--- config.mk ---
export PLATFORM = sky130hd
export DESIGN_NAME = odi_seq
export DESIGN_NICKNAME = d
export VERILOG_FILES = /design/src/design/odi_pkg.sv /design/src/design/odi_seq.sv /design/src/design/sum_acc.sv /design/src/design/us_tick.sv
export VERILOG_INCLUDE_DIRS = /design/src /design/src/design
export SDC_FILE = /design/constraint.sdc
export NUM_CORES = 1
export LEC_CHECK = 0
export BUFFER_PORTS_ARGS = -buffer_cell sky130_fd_sc_hd__buf_2
export CAP_MARGIN = 20
export CORE_MARGIN = 8
export CORE_UTILIZATION = 49
export CTS_CLUSTER_DIAMETER = 30
export DETAILED_ROUTE_END_ITERATION = 7
export GPL_ROUTABILITY_DRIVEN = 0
export PLACE_DENSITY = 0.66
export SETUP_SLACK_MARGIN = 0.1
export SLEW_MARGIN = 15
export SYNTH_ARGS = -nofsm -noshare
export SYNTH_HDL_FRONTEND = slang
export SYNTH_SLANG_ARGS = --single-unit
--- constraint.sdc ---
create_clock -name clk_sys -period 5.5 [get_ports clk_sys]
set_input_delay 1.1 -clock clk_sys [delete_from_list [all_inputs] [get_ports clk_sys]]
set_output_delay 1.1 -clock clk_sys [all_outputs]
set_load 0.01 [all_outputs]
--- src/design/odi_cfg.svh ---
`ifndef ODI_CFG_SVH
`define ODI_CFG_SVH

// register offsets, slot a
`define OFS_SAMPLE_KIND 15'h0120
`define OFS_PATH_CONFIG 15'h0121
`define OFS_INPUT_ENABLE 15'h0122
`define OFS_PRECONDITION 15'h0123
`define OFS_AMP_GAIN 15'h0124
`define OFS_BUFFER_CAP 15'h0125
`define OFS_LED_CURRENT 15'h0128
`define OFS_LED_SELECT 15'h0129
`define OFS_COUNT_REPEAT 15'h012a
`define OFS_PERIOD 15'h012b
`define OFS_LED_TIMING 15'h012c
`define OFS_LIT_OFFSET 15'h0138
`define OFS_DARK_OFFSETS 15'h0139

// register indices inside the local file
`define IDX_SAMPLE_KIND 4'h0
`define IDX_PATH_CONFIG 4'h1
`define IDX_LED_CURRENT 4'h6
`define IDX_LED_SELECT 4'h7
`define IDX_COUNT_REPEAT 4'h8
`define IDX_PERIOD 4'h9
`define IDX_LED_TIMING 4'ha
`define IDX_LIT_OFFSET 4'hb
`define IDX_DARK_OFFSETS 4'hc
`define IDX_NONE 4'hf
`define REG_COUNT 13

// field positions
`define KIND_MSB 13
`define KIND_LSB 11
`define KIND_ONE_REGION 3'h2
`define KIND_TWO_REGION 3'h3
`define DARK_OUT_EN_BIT 0
`define REG_RESET 16'h0000

// timing: one conversion every microsecond
`define CLK_PERIOD_NS 25
`define SAMPLE_INTERVAL_NS 1000
`define CYCLES_PER_US (`SAMPLE_INTERVAL_NS / `CLK_PERIOD_NS)

`endif

--- src/design/odi_pkg.sv ---
package odi_pkg;

  typedef enum logic [2:0] {
    S_IDLE,
    S_RUN,
    S_SETTLE,
    S_WR_SIG,
    S_WR_DARK
  } seq_state_t;

  typedef struct packed {
    logic wr;
    logic is_dark;
    logic [31:0] data;
  } fifo_word_t;

  typedef struct packed {
    logic [5:0] cnt;
    logic tick;
  } tick_state_t;

  typedef struct packed {
    logic [31:0] lit;
    logic [31:0] dark;
    logic take_lit;
    logic take_dark;
  } acc_state_t;

  typedef struct packed {
    seq_state_t st;
    logic [9:0] t_us;
    logic [7:0] rep;
    logic take_lit;
    logic take_dark;
    logic adc_start;
    logic led_on;
    fifo_word_t fifo;
    logic [15:0] rdata;
    logic [12:0][15:0] regs;
  } seq_full_t;

endpackage : odi_pkg

--- src/design/odi_seq.sv ---
// Notes on behaviour
// - one conversion per microsecond in lit and dark regions, samples summed.
// - led pulses only inside the led window, never in a dark region.
// - after the last repeat, lit sum minus dark sum goes to the fifo.
// - the dark sum can follow the signal word into the fifo.
// - one-region: all dark samples, as many as lit, in the leading region.
// - two-region: equal counts, dark split between leading and trailing regions.
// - two-region fifo result is twice the one-region result.
// - sample kind 0x2 selects one-region, 0x3 two-region integration.
// - upper byte of timing word is conversions per region.
// - lower byte of timing word is repeats per slot.
// - repeat period is the programmed ten-bit field, never computed.
// - nine-bit lit offset is the first lit conversion time.
// - seven-bit leading dark offset is the first dark conversion time.
// - nine-bit trailing dark offset used only in two-region mode.
// - eight-bit led start in microseconds.
// - eight-bit led pulse length in microseconds.
// - two-bit led style and four-bit led select choose the drive.
// - two seven-bit led current fields, one per driven output.
`timescale 1ns/100ps
`include "odi_cfg.svh"

module odi_seq (
  input wire logic clk_sys,
  input wire logic srst,
  input wire logic [2:0] run_state_select,
  input wire logic slot_start,
  input wire logic reg_wr,
  input wire logic reg_rd,
  input wire logic [14:0] reg_addr,
  input wire logic [15:0] reg_wdata,
  input wire logic [15:0] adc_data,
  output logic [15:0] reg_rdata,
  output logic led_on,
  output logic [3:0] led_output_select,
  output logic [1:0] led_drive_style,
  output logic [6:0] led_drive_level_a,
  output logic [6:0] led_drive_level_b,
  output logic [6:0] frontend_path_code,
  output logic adc_start,
  output logic fifo_wr,
  output logic fifo_is_dark,
  output logic [31:0] fifo_data
);

  odi_pkg::seq_full_t q;
  odi_pkg::seq_full_t next_q;

  // address decode, shared by write and read
  function automatic logic [3:0] reg_index(input logic [14:0] a);
    case (a)
      `OFS_SAMPLE_KIND: reg_index = 4'h0;
      `OFS_PATH_CONFIG: reg_index = 4'h1;
      `OFS_INPUT_ENABLE: reg_index = 4'h2;
      `OFS_PRECONDITION: reg_index = 4'h3;
      `OFS_AMP_GAIN: reg_index = 4'h4;
      `OFS_BUFFER_CAP: reg_index = 4'h5;
      `OFS_LED_CURRENT: reg_index = 4'h6;
      `OFS_LED_SELECT: reg_index = 4'h7;
      `OFS_COUNT_REPEAT: reg_index = 4'h8;
      `OFS_PERIOD: reg_index = 4'h9;
      `OFS_LED_TIMING: reg_index = 4'ha;
      `OFS_LIT_OFFSET: reg_index = 4'hb;
      `OFS_DARK_OFFSETS: reg_index = 4'hc;
      default: reg_index = `IDX_NONE;
    endcase
  endfunction : reg_index

  // window test: start <= t < start + len, in microseconds
  function automatic logic in_win(input logic [9:0] t, input logic [9:0] start, input logic [8:0] len);
    logic [10:0] stop;
    stop = {1'b0, start} + {2'b00, len};
    in_win = ({1'b0, t} >= {1'b0, start}) && ({1'b0, t} < stop);
  endfunction : in_win

  logic [3:0] wr_idx;
  logic [3:0] rd_idx;
  logic [2:0] kind;
  logic two_region;
  logic integ_mode;
  logic dark_out_en;
  logic [7:0] n_int;
  logic [7:0] n_rep;
  logic [9:0] period;
  logic [7:0] led_start;
  logic [7:0] led_len;
  logic [8:0] lit_off;
  logic [6:0] dark1_off;
  logic [8:0] dark2_off;
  logic [7:0] dark1_cnt;
  logic [7:0] dark2_cnt;
  logic lit_win;
  logic dark1_win;
  logic dark2_win;
  logic dark_win;
  logic led_win;
  logic standby;
  logic start_slot;
  logic last_us;
  logic last_rep;
  logic tick_us;
  logic [31:0] lit_sum;
  logic [31:0] dark_sum;
  logic [31:0] diff;

  assign wr_idx = reg_index(reg_addr);
  assign rd_idx = reg_index(reg_addr);

  // per-slot field extraction
  assign kind = q.regs[`IDX_SAMPLE_KIND][`KIND_MSB:`KIND_LSB];
  assign two_region = (kind == `KIND_TWO_REGION);
  assign integ_mode = (kind == `KIND_ONE_REGION) || two_region;
  assign dark_out_en = q.regs[`IDX_SAMPLE_KIND][`DARK_OUT_EN_BIT];
  assign n_int = q.regs[`IDX_COUNT_REPEAT][15:8];
  assign n_rep = q.regs[`IDX_COUNT_REPEAT][7:0];
  assign period = q.regs[`IDX_PERIOD][9:0];
  assign led_start = q.regs[`IDX_LED_TIMING][7:0];
  assign led_len = q.regs[`IDX_LED_TIMING][15:8];
  assign lit_off = q.regs[`IDX_LIT_OFFSET][8:0];
  assign dark1_off = q.regs[`IDX_DARK_OFFSETS][6:0];
  assign dark2_off = q.regs[`IDX_DARK_OFFSETS][15:7];

  // dark sample split between the two regions
  assign dark2_cnt = two_region ? (n_int >> 1) : 8'h00;
  assign dark1_cnt = n_int - dark2_cnt;

  // region windows against the running microsecond count
  assign lit_win = in_win(q.t_us, {1'b0, lit_off}, {1'b0, n_int});
  assign dark1_win = in_win(q.t_us, {3'b000, dark1_off}, {1'b0, dark1_cnt});
  assign dark2_win = two_region && in_win(q.t_us, {1'b0, dark2_off}, {1'b0, dark2_cnt});
  assign dark_win = dark1_win || dark2_win;
  assign led_win = in_win(q.t_us, {2'b00, led_start}, {1'b0, led_len});

  // sequencing conditions
  assign standby = (run_state_select == 3'h0);
  assign start_slot = (q.st == odi_pkg::S_IDLE) && slot_start && integ_mode && !standby;
  assign last_us = (period == 10'h000) || (q.t_us == period - 10'h001);
  assign last_rep = ({1'b0, q.rep} + 9'h001) >= ((n_rep == 8'h00) ? 9'h001 : {1'b0, n_rep});
  assign diff = lit_sum - dark_sum;

  us_tick u_tick (
    .clk_sys(clk_sys),
    .srst(srst),
    .clr(start_slot || standby),
    .tick(tick_us)
  );

  sum_acc u_acc (
    .clk_sys(clk_sys),
    .srst(srst),
    .clr(start_slot),
    .take_lit(q.take_lit),
    .take_dark(q.take_dark),
    .sample(adc_data),
    .lit_sum(lit_sum),
    .dark_sum(dark_sum)
  );

  // register file, sequencer and fifo writer
  always_comb begin
    next_q = q;
    next_q.adc_start = 1'b0;
    next_q.take_lit = 1'b0;
    next_q.take_dark = 1'b0;
    next_q.fifo.wr = 1'b0;
    if (reg_wr && (wr_idx != `IDX_NONE)) begin
      next_q.regs[wr_idx] = reg_wdata;
    end
    if (reg_rd) begin
      next_q.rdata = (rd_idx == `IDX_NONE) ? 16'h0000 : q.regs[rd_idx];
    end
    unique case (q.st)
      odi_pkg::S_IDLE: begin
        next_q.led_on = 1'b0;
        if (start_slot) begin
          next_q.st = odi_pkg::S_RUN;
          next_q.t_us = 10'h000;
          next_q.rep = 8'h00;
        end
      end
      odi_pkg::S_RUN: begin
        if (tick_us) begin
          next_q.adc_start = lit_win || dark_win;
          next_q.take_lit = lit_win;
          next_q.take_dark = dark_win && !lit_win;
          next_q.led_on = led_win && !dark_win;
          if (last_us) begin
            next_q.t_us = 10'h000;
            if (last_rep) begin
              next_q.st = odi_pkg::S_SETTLE;
            end else begin
              next_q.rep = q.rep + 8'h01;
            end
          end else begin
            next_q.t_us = q.t_us + 10'h001;
          end
        end
      end
      odi_pkg::S_SETTLE: begin
        // last sample lands in the sums this cycle
        next_q.led_on = 1'b0;
        next_q.st = odi_pkg::S_WR_SIG;
      end
      odi_pkg::S_WR_SIG: begin
        next_q.fifo.wr = 1'b1;
        next_q.fifo.is_dark = 1'b0;
        next_q.fifo.data = two_region ? {diff[30:0], 1'b0} : diff;
        next_q.st = dark_out_en ? odi_pkg::S_WR_DARK : odi_pkg::S_IDLE;
      end
      odi_pkg::S_WR_DARK: begin
        next_q.fifo.wr = 1'b1;
        next_q.fifo.is_dark = 1'b1;
        next_q.fifo.data = two_region ? {dark_sum[30:0], 1'b0} : dark_sum;
        next_q.st = odi_pkg::S_IDLE;
      end
      default: begin
        next_q.st = odi_pkg::S_IDLE;
      end
    endcase
    if (standby) begin
      next_q.st = odi_pkg::S_IDLE;
      next_q.led_on = 1'b0;
      next_q.adc_start = 1'b0;
      next_q.take_lit = 1'b0;
      next_q.take_dark = 1'b0;
      next_q.fifo.wr = 1'b0;
    end
  end

  always_ff @(posedge clk_sys) begin
    if (srst) begin
      q <= '0;
    end else begin
      q <= next_q;
    end
  end

  // outputs, all straight from flops
  assign reg_rdata = q.rdata;
  assign led_on = q.led_on;
  assign led_output_select = q.regs[`IDX_LED_SELECT][7:4];
  assign led_drive_style = q.regs[`IDX_LED_SELECT][1:0];
  assign led_drive_level_a = q.regs[`IDX_LED_CURRENT][6:0];
  assign led_drive_level_b = q.regs[`IDX_LED_CURRENT][14:8];
  assign frontend_path_code = q.regs[`IDX_PATH_CONFIG][6:0];
  assign adc_start = q.adc_start;
  assign fifo_wr = q.fifo.wr;
  assign fifo_is_dark = q.fifo.is_dark;
  assign fifo_data = q.fifo.data;

  chk_conv_on_tick: assert property (@(posedge clk_sys) disable iff (srst)
    adc_start |-> $past(tick_us)) else $error("conversion not aligned to microsecond tick");

  chk_led_dark_off: assert property (@(posedge clk_sys) disable iff (srst)
    (q.st == odi_pkg::S_RUN && tick_us && dark_win && !standby) |=> !led_on)
    else $error("led lit inside a dark region");

  chk_led_only_run: assert property (@(posedge clk_sys) disable iff (srst)
    led_on |-> $past(q.st) == odi_pkg::S_RUN) else $error("led lit outside the sequence");

  chk_signal_write: assert property (@(posedge clk_sys) disable iff (srst)
    (q.st == odi_pkg::S_SETTLE && !standby) |=> ##1 (fifo_wr && !fifo_is_dark))
    else $error("signal word not written after the sequence");

  chk_dark_follows: assert property (@(posedge clk_sys) disable iff (srst)
    (fifo_wr && !fifo_is_dark && dark_out_en && !standby) |=> (fifo_wr && fifo_is_dark))
    else $error("dark word did not follow signal word");

  chk_two_double: assert property (@(posedge clk_sys) disable iff (srst)
    (q.st == odi_pkg::S_WR_SIG && two_region && !standby) |=> (fifo_wr && fifo_data[0] == 1'b0))
    else $error("two-region result not doubled");

  chk_no_trailing: assert property (@(posedge clk_sys) disable iff (srst)
    (q.st == odi_pkg::S_RUN && tick_us && !two_region && !dark1_win && !standby) |=> !q.take_dark)
    else $error("dark sample outside the leading region in one-region mode");

  chk_dark_split: assert property (@(posedge clk_sys) disable iff (srst)
    integ_mode |-> (((dark1_cnt + dark2_cnt) == n_int)
      && (two_region ? ((dark1_cnt - dark2_cnt) <= 8'h01) : (dark2_cnt == 8'h00))))
    else $error("dark count differs from lit count");

  chk_standby_stop: assert property (@(posedge clk_sys) disable iff (srst)
    standby |=> (q.st == odi_pkg::S_IDLE && !led_on && !adc_start && !fifo_wr))
    else $error("standby did not stop the sequencer");

  // register port behaviour
  chk_rdata_holds: assert property (@(posedge clk_sys) disable iff (srst)
    !$past(reg_rd) |-> $stable(reg_rdata)) else $error("read data changed without a read");

  chk_read_unmapped: assert property (@(posedge clk_sys) disable iff (srst)
    (reg_rd && rd_idx == `IDX_NONE) |=> reg_rdata == 16'h0000) else $error("unmapped read not zero");

  chk_write_lands: assert property (@(posedge clk_sys) disable iff (srst)
    (reg_wr && wr_idx != `IDX_NONE) |=> q.regs[$past(wr_idx)] == $past(reg_wdata))
    else $error("register write did not land");

  // sequencing per microsecond tick, slot start and fifo writes
  chk_led_window: assert property (@(posedge clk_sys) disable iff (srst)
    (q.st == odi_pkg::S_RUN && tick_us && !led_win) |=> !led_on) else $error("led lit outside its window");

  chk_conv_in_region: assert property (@(posedge clk_sys) disable iff (srst)
    (q.st == odi_pkg::S_RUN && tick_us && (lit_win || dark_win) && !standby) |=> adc_start)
    else $error("conversion missing inside a region");

  chk_lit_wins: assert property (@(posedge clk_sys) disable iff (srst)
    (q.st == odi_pkg::S_RUN && tick_us && lit_win && !standby) |=> (q.take_lit && !q.take_dark))
    else $error("lit sample not taken as lit");

  chk_us_step: assert property (@(posedge clk_sys) disable iff (srst)
    (q.st == odi_pkg::S_RUN && tick_us && !last_us && !standby) |=> q.t_us == $past(q.t_us) + 10'h001)
    else $error("microsecond count did not advance");

  chk_period_wrap: assert property (@(posedge clk_sys) disable iff (srst)
    (q.st == odi_pkg::S_RUN && tick_us && last_us && !standby) |=> q.t_us == 10'h000)
    else $error("period did not wrap at the programmed length");

  chk_repeat_step: assert property (@(posedge clk_sys) disable iff (srst)
    (q.st == odi_pkg::S_RUN && tick_us && last_us && !last_rep && !standby)
      |=> (q.st == odi_pkg::S_RUN && q.rep == $past(q.rep) + 8'h01))
    else $error("repeat count did not advance");

  chk_last_repeat: assert property (@(posedge clk_sys) disable iff (srst)
    (q.st == odi_pkg::S_RUN && tick_us && last_us && last_rep && !standby) |=> q.st == odi_pkg::S_SETTLE)
    else $error("sequence did not end after the last repeat");

  chk_slot_clears: assert property (@(posedge clk_sys) disable iff (srst)
    start_slot |=> (lit_sum == 32'h0 && dark_sum == 32'h0)) else $error("sums not cleared at slot start");

  chk_start_refused: assert property (@(posedge clk_sys) disable iff (srst)
    (q.st == odi_pkg::S_IDLE && (!integ_mode || standby)) |=> q.st == odi_pkg::S_IDLE)
    else $error("slot started in a refused setting");

  chk_no_dark_word: assert property (@(posedge clk_sys) disable iff (srst)
    (q.st == odi_pkg::S_WR_SIG && !dark_out_en && !standby) |=> ##1 !fifo_wr)
    else $error("dark word written while disabled");

endmodule : odi_seq

--- src/design/sum_acc.sv ---
`timescale 1ns/100ps

module sum_acc (
  input wire logic clk_sys,
  input wire logic srst,
  input wire logic clr,
  input wire logic take_lit,
  input wire logic take_dark,
  input wire logic [15:0] sample,
  output logic [31:0] lit_sum,
  output logic [31:0] dark_sum
);

  odi_pkg::acc_state_t q;
  odi_pkg::acc_state_t next_q;

  // sums persist over repeats, cleared per slot
  always_comb begin
    next_q = q;
    next_q.take_lit = take_lit;
    next_q.take_dark = take_dark;
    if (clr) begin
      next_q.lit = 32'h0;
      next_q.dark = 32'h0;
    end else begin
      if (take_lit) begin
        next_q.lit = q.lit + {16'h0, sample};
      end
      if (take_dark) begin
        next_q.dark = q.dark + {16'h0, sample};
      end
    end
  end

  always_ff @(posedge clk_sys) begin
    if (srst) begin
      q <= '0;
    end else begin
      q <= next_q;
    end
  end

  assign lit_sum = q.lit;
  assign dark_sum = q.dark;

  chk_lit_adds: assert property (@(posedge clk_sys) disable iff (srst)
    (take_lit && !clr) |=> q.lit == $past(q.lit) + {16'h0, $past(sample)})
    else $error("lit sum did not add the sample");

  chk_dark_adds: assert property (@(posedge clk_sys) disable iff (srst)
    (q.take_dark && !$past(clr)) |-> q.dark == $past(q.dark) + {16'h0, $past(sample)})
    else $error("dark sum did not add the sample");

endmodule : sum_acc

--- src/design/us_tick.sv ---
`timescale 1ns/100ps
`include "odi_cfg.svh"

module us_tick (
  input wire logic clk_sys,
  input wire logic srst,
  input wire logic clr,
  output logic tick
);

  localparam logic [5:0] LAST = 6'(`CYCLES_PER_US - 1);

  odi_pkg::tick_state_t q;
  odi_pkg::tick_state_t next_q;

  // prescaler, phase restarted at each slot start
  always_comb begin
    next_q = q;
    next_q.tick = 1'b0;
    if (clr) begin
      next_q.cnt = 6'h00;
    end else if (q.cnt == LAST) begin
      next_q.cnt = 6'h00;
      next_q.tick = 1'b1;
    end else begin
      next_q.cnt = q.cnt + 6'h01;
    end
  end

  always_ff @(posedge clk_sys) begin
    if (srst) begin
      q <= '0;
    end else begin
      q <= next_q;
    end
  end

  assign tick = q.tick;

  chk_tick_spacing: assert property (@(posedge clk_sys) disable iff (srst)
    q.tick |=> !q.tick [*8]) else $error("microsecond tick repeated too soon");

endmodule : us_tick

==> results of run 1 <==
[stage by stage]
step | cell area (sq um) | worst slack, ns | instances | utilization
6_report | 26020 | 1.130 | 3619 | 0.5784
3_5_place_dp | 22770 | 1.177 | 3451 | 0.5060
4_1_cts | 25980 | 1.165 | 3617 | 0.5776
3_3_place_gp | 22770 | 1.299 | 3451 | 0.5060
2_1_floorplan | 22180 | 1.173 | 2912 | -
5_1_grt | 26020 | 0.7359 | 3618 | 0.5783
[cells by family after synthesis]
kind of cell,count (synthesis),synth area share
xor gates and xnor gates,127,0.05016
muxes,44,0.01986
adders and majority gates,188,0.1088
buffers and inverters,355,0.07329
DFF,354,0.3195
and+or+nand+nor,1034,0.2033
AOI/OAI and AO/OA,810,0.2250
[report_power, final]
| group | switching (uW) | internal, uW |
|---|---|---|
| clock network | 1700 | 3740 |
| registers | 1.34 | 2580 |
| logic | 128 | 46.4 |
| total | 1830 | 6360 |
[state kept, by name, summed over array words and instances (netlist names), 2 cells and up]
register / cells
dark1_off: 7
led_len: 8
frontend_path_code: 7
lit_off: 9
dark2_off: 9
u_tick.q: 6
led_drive_level_b: 7
period: 10
n_int: 8
q: 133
led_drive_level_a: 7
u_acc.lit_sum: 32
led_drive_style: 2
u_acc.dark_sum: 32
kind: 3
fifo_data: 32
reg_rdata: 16
n_rep: 8
led_output_select: 4
led_start: 8
[layout make-up]
class                   instances  share of cell area
flip-flops and latches        354              0.2723
clock inverters                45             0.02375
multi-input cells            2203              0.5193
inverters                     123             0.01774
repair buffers                172             0.03794
well taps                     600             0.02885
diodes                          1          0.00009617
clock buffers                 121             0.09997
[per-layer routing]
layer / vias to the layer above / global-route usage / wire length (um)
li1: 10233 / - / -
met1: 10095 / 0.3457 / 30830
met2: 974 / 0.4092 / 31330
met3: 173 / 0.05709 / 6297
met4: 2 / 0.1197 / 2595
met5: - / 0 / 17
[cell usage in the layout, fill, tap and decap left out, types with 9 or more instances in the layout]
master | Yosys | routed
o22ai_1 | 52 | 52
a22oi_1 | 18 | 18
and3_1 | 21 | 21
xnor2_1 | 88 | 88
a21boi_0 | 11 | 11
o31a_1 | 10 | 10
o21ai_0 | 96 | 96
a221oi_1 | 19 | 19
nor2b_1 | 24 | 24
or3_1 | 14 | 14
inv_1 | 123 | 123
nand2_1 | 544 | 542
nand2b_1 | 32 | 32
clkinv_2 | 0 | 14
buf_4 | 75 | 38
nand3_1 | 41 | 40
bufinv_16 | 0 | 9
o211ai_1 | 16 | 16
mux2i_1 | 44 | 44
nor3_1 | 33 | 33
clkbuf_8 | 0 | 20
a31oi_1 | 17 | 17
a21oi_1 | 363 | 363
nand4_1 | 19 | 19
a21o_1 | 60 | 60
o221ai_1 | 27 | 27
o31ai_1 | 10 | 10
o21a_1 | 10 | 10
o21bai_1 | 21 | 21
clkbuf_1 | 144 | 10
dfxtp_1 | 354 | 354
nor2_1 | 239 | 236
clkinvlp_4 | 0 | 9
buf_2 | 3 | 132
clkbuf_16 | 0 | 92
ha_1 | 180 | 180
xor2_1 | 39 | 39
a211oi_1 | 20 | 20
or2_2 | 13 | 13
[final timing paths]
path,start,end,slack (ns),cells past startpoint
min,u_tick.q[1]$_SDFF_PP0_,u_tick.q[1]$_SDFF_PP0_,0.45,1
max reg2reg,kind[1]$_SDFFE_PP0P_,q[260]$_SDFF_PP0_,1.13,20
min reg2reg,u_tick.q[1]$_SDFF_PP0_,u_tick.q[1]$_SDFF_PP0_,0.45,1
max,kind[1]$_SDFFE_PP0P_,q[260]$_SDFF_PP0_,1.13,20
==> results.py, run 1 <==
metrics = {
    "status": {
        "status": "complete, no violations",
    },
    "critical_path": {
        "cp_max_fo": 5,
        "critPathMaxStageDelay_ns": 0.37,
        "arrival_ns": 4.91,
        "start_kind": "flip-flop",
        "crit_path_cell_trace": "nor2b_1 -> and2_2 -> nand2_1 -> ha_1 -> nor2b_1 -> o21ai_0 -> a21boi_0 -> o21ai_0 -> nand2b_1 -> xor2_1 -> ha_1 -> a21o_1 -> a31oi_1 -> nor2_1 -> o21ai_0 -> ha_1 -> a211o_1 -> a21oi_1 -> a22o_1 -> nor3b_1",
        "critical_path_required_ns": 6.04,
        "end_kind": "flip-flop",
        "cp_slowest_cell": "nor2b_1",
        "critPathTopFamily": "compound AO/OA/AOI/OAI gates",
        "critical_path_buf_inv_count": 0,
        "criticalPathCategory": "flip-flop to flip-flop",
    },
    "route": {
        "dr.pass1.iters": 6,
        "antenna_left": 0,
        "via_per_inst": 5.935,
        "wl_per_cell_um": 19.64,
        "initialDrtViolationCount": 1868,
        "drcViolationCount": 0,
        "wirelength_mm": 71.07,
        "vias": 21477,
    },
    "cts": {
        "post_cts_resized": 0,
        "cts_inserted_buffers": 91,
        "holdBufCountCts": 0,
        "cts_root_buffer": "clkbuf_16",
        "cts.path.max_buffers": 3,
        "clk_latency_ns": 0.64,
        "cts_sinks": 354,
        "post-cts-setup-buffers": 0,
        "clk_pin_slew_ns": 0.05,
        "cts_tree": "done",
        "ctsHtreeMaxLevel": 3,
    },
    "timing": {
        "slew_headroom": 0.2483,
        "rsz0062_at_grt": "false",
        "fin_worst_skew_ns": 0.03847,
        "hold_viol_final": 0,
        "setup_tns_ns": 0,
        "finalSetupViolCount": 0,
        "slew_violations": 0,
        "holdWs_ns": 0.4450,
        "period_needed_ns": 4.370,
        "max_freq_mhz": 228.8,
        "worstMarginPinSlew_ns": 1.123,
        "min_period_over_period": 0.7946,
    },
    "floorplan": {
        "die_w_um": 228.7,
        "boundaryPins": 134,
        "std_cell_rows": 78,
        "start_util": 0.4929,
        "dieHeight_um": 228.7,
        "die_area_sq_um": 52320,
        "coreArea_sq_um": 44990,
    },
    "cells_and_area": {
        "multiInputGateArea_sq_um": 13510,
        "nFillCells": 4097,
        "regArea_sq_um": 7087,
        "drive_above_1_share": 0.1213,
        "area.growth.synth_to_final_pct": 17.33,
        "nets": 3188,
    },
    "min_path": {
        "hold_class": "flip-flop to flip-flop",
    },
    "synthesis": {
        "yosys_warnings": 0,
        "synthMostInstantiatedCell": "nand2_1",
        "yosys.cell_types.count": 74,
        "synth_edf_count": 0,
        "synth_area_leaders": "dfxtp_1, ha_1, nand2_1",
        "async_flop_share": 0,
        "synthFlopType": "dfxtp_1",
        "avgSynthCellArea_sq_um": 7.616,
        "syn-num-nets": 3155,
        "synth_top_area_frac": 0.3195,
        "synth_seq_cells": 354,
        "synthCells": 2912,
        "ys_seq_area_frac": 0.3195,
        "synth_top_area_cell": "dfxtp_1",
        "synthesis.area_sq_um": 22180,
        "synth_common_cells": "nand2_1, a21oi_1, dfxtp_1, nor2_1, ha_1",
    },
    "global_routing": {
        "grt_use_total": 0.2632,
        "antenna_found_initial": 3,
        "grt_max_degree": 114,
        "grt_pass1_vias": 21028,
        "grt_first_pass_wirelength_mm": 113.0,
        "gr-total-overflow": 0,
    },
    "placement": {
        "dp_hpwl_mm": 50.36,
        "io_buffer_count": 133,
    },
    "power": {
        "finalPower_uw": 8196,
        "p_leak_uw": 0.01025,
        "ir_drop_mv": 0.2391,
        "power_density_nw_per_um2": 315.0,
    },
    "run": {
        "drv_cap": 0,
    },
}
(Power assumes the default switching activity.)
==> inputs of run 2 (changes only) <==
PLACE_DENSITY = 0.69   (was 0.66)
clock period = 4 ns   (was 5.5 ns; I/O delays follow)
==> run 2 against run 1 <==
Clock skew fell by 0.0079 ns. Clock power rose by 28%. Wire length barely moved. Hold slack got worse by 0.0037 ns. Total power rose by 31%.
==> results.py, run 2 (synthesis gave the netlist of run 1 again) <==
metrics = {
    "floorplan": {
        "boundaryPins": 134,
        "std_cell_rows": 78,
        "start_util": 0.4929,
        "coreArea_sq_um": 44990,
        "die_area_sq_um": 52320,
        "die_w_um": 228.7,
        "dieHeight_um": 228.7,
    },
    "timing": {
        "period_needed_ns": 3.869,
        "finalSetupViolCount": 0,
        "setup_tns_ns": 0,
        "max_freq_mhz": 258.5,
        "holdWs_ns": 0.4413,
        "hold_viol_final": 0,
        "fin_worst_skew_ns": 0.03057,
        "slew_headroom": 0.4341,
        "min_period_over_period": 0.9673,
        "worstMarginPinSlew_ns": 0.8488,
        "slew_violations": 0,
    },
    "route": {
        "wirelength_mm": 71.03,
        "initialDrtViolationCount": 1898,
        "vias": 21637,
        "wl_per_cell_um": 19.43,
        "drcViolationCount": 0,
        "dr.pass1.iters": 6,
        "via_per_inst": 5.920,
        "antenna_left": 0,
    },
    "global_routing": {
        "gr-total-overflow": 0,
        "grt_use_total": 0.2594,
        "grt_first_pass_wirelength_mm": 111.5,
        "groute.layer.met2.usage": 0.4131,
        "grt_max_degree": 178,
        "grt_pass1_vias": 20683,
        "antenna_found_initial": 3,
        "met3_usage": 0.05113,
        "met1_usage": 0.3412,
        "busiest_layer": "met2",
    },
    "cells_and_area": {
        "layout_common_cells": "nand2_1, a21oi_1, dfxtp_1, nor2_1, ha_1",
        "area.growth.synth_to_final_pct": 18.10,
        "final_common_cell": "nand2_1",
        "nets": 3226,
        "top_register": "q",
        "drive_above_1_share": 0.1379,
        "largest_reg_flops": 133,
    },
    "cts": {
        "cts_sinks": 354,
        "clk_pin_slew_ns": 0.04,
        "cts_inserted_buffers": 83,
        "cts_root_buffer": "clkbuf_16",
        "cts.path.max_buffers": 3,
        "cts_tree": "done",
        "clk_latency_ns": 0.63,
        "holdBufCountCts": 0,
        "ctsHtreeMaxLevel": 3,
    },
    "critical_path": {
        "critical_path_required_ns": 4.55,
        "cp_max_fo": 4,
        "arrival_ns": 4.42,
        "start_kind": "flip-flop",
        "reg2reg_slack_ns": 0.13,
        "end_kind": "flip-flop",
        "criticalPathCategory": "flip-flop to flip-flop",
        "reg2reg_depth": 20,
    },
    "power": {
        "p_leak_uw": 0.01033,
        "power_density_nw_per_um2": 409.5,
        "ir_drop_mv": 0.3758,
    },
    "placement": {
        "dp_hpwl_mm": 50.36,
        "io_buffer_count": 133,
    },
    "status": {
        "status": "complete, no violations",
    },
    "min_path": {
        "hold_class": "flip-flop to flip-flop",
        "holdPathStages": 1,
    },
    "run": {
        "drv_cap": 0,
    },
}
-- run 2: routing by layer --
layer | part of all wire | wire, um
met5 | 0.00018 | 13
met4 | 0.033 | 2309
met3 | 0.087 | 6192
met2 | 0.45 | 31890
met1 | 0.43 | 30620
-- run 2: stage by stage --
| step | power, uW | setup WS, ns | std cells | instance area [sq um] | utilization |
|---|---|---|---|---|---|
| 2_1_floorplan | 3746 | 0.1155 | 2912 | 22210 | - |
| 3_3_place_gp | 3837 | 0.1942 | 3488 | 23070 | 0.5127 |
| 3_5_place_dp | 3842 | 0.01172 | 3488 | 23070 | 0.5127 |
| 4_1_cts | 10780 | 0.1090 | 3644 | 26000 | 0.5780 |
| 5_1_grt | 10980 | -0.02062 | 3653 | 26190 | 0.5820 |
| 6_report | 10730 | 0.1308 | 3655 | 26190 | 0.5822 |
-- run 2: path summary, 6_finish.rpt --
kind	start	to
hold / removal	reg_rdata[11]$_SDFFE_PP0P_	reg_rdata[11]$_SDFFE_PP0P_
hold reg to reg	reg_rdata[11]$_SDFFE_PP0P_	reg_rdata[11]$_SDFFE_PP0P_
setup reg to reg	kind[1]$_SDFFE_PP0P_	q[260]$_SDFF_PP0_
setup / recovery	kind[1]$_SDFFE_PP0P_	q[260]$_SDFF_PP0_
-- run 2: report_power, final --
group          switching [uW]  leakage [uW]  total (uW)  internal [uW]
Clock                    2300       0.00138        6940           4640
Combinational             180       0.00610         242           61.7
Sequential               1.82       0.00285        3540           3540
-- run 2: layout make-up --
class | instances | area [sq um]
Multi-Input combinational cell | 2203 | 13620
Clock inverter | 56 | 704.4
Inverter | 123 | 461.7
Tap cell | 600 | 750.7
Clock buffer | 99 | 2218
Antenna cell | 2 | 5.005
Sequential cell | 354 | 7089
Fill cell | 3988 | 18800
Timing Repair Buffer | 218 | 1338
-- run 2: timing repair --
item | CTS | global route
pin swaps | 1 | 22
setup buffers | 1 | 8
endpoints found under the setup margin | 3 | 3
resized for setup | 3 | 26
-- run 2: critical path, cell delays in order, from the launching register on --
cell      delay, ns
dfxtp_2        0.33
nor2b_4        0.15
and2_4         0.19
nand2_4        0.07
ha_4           0.21
nor2b_2        0.15
o21ai_2        0.17
a21boi_2       0.08
o21ai_1        0.14
nand2b_1       0.11
xor2_1         0.19
ha_1           0.33
a21o_1         0.23
a31oi_4        0.18
nor2_1         0.08
o21ai_1        0.16
ha_1           0.26
a211o_1        0.31
a21oi_2        0.10
a22o_1         0.19
nor3b_2        0.16
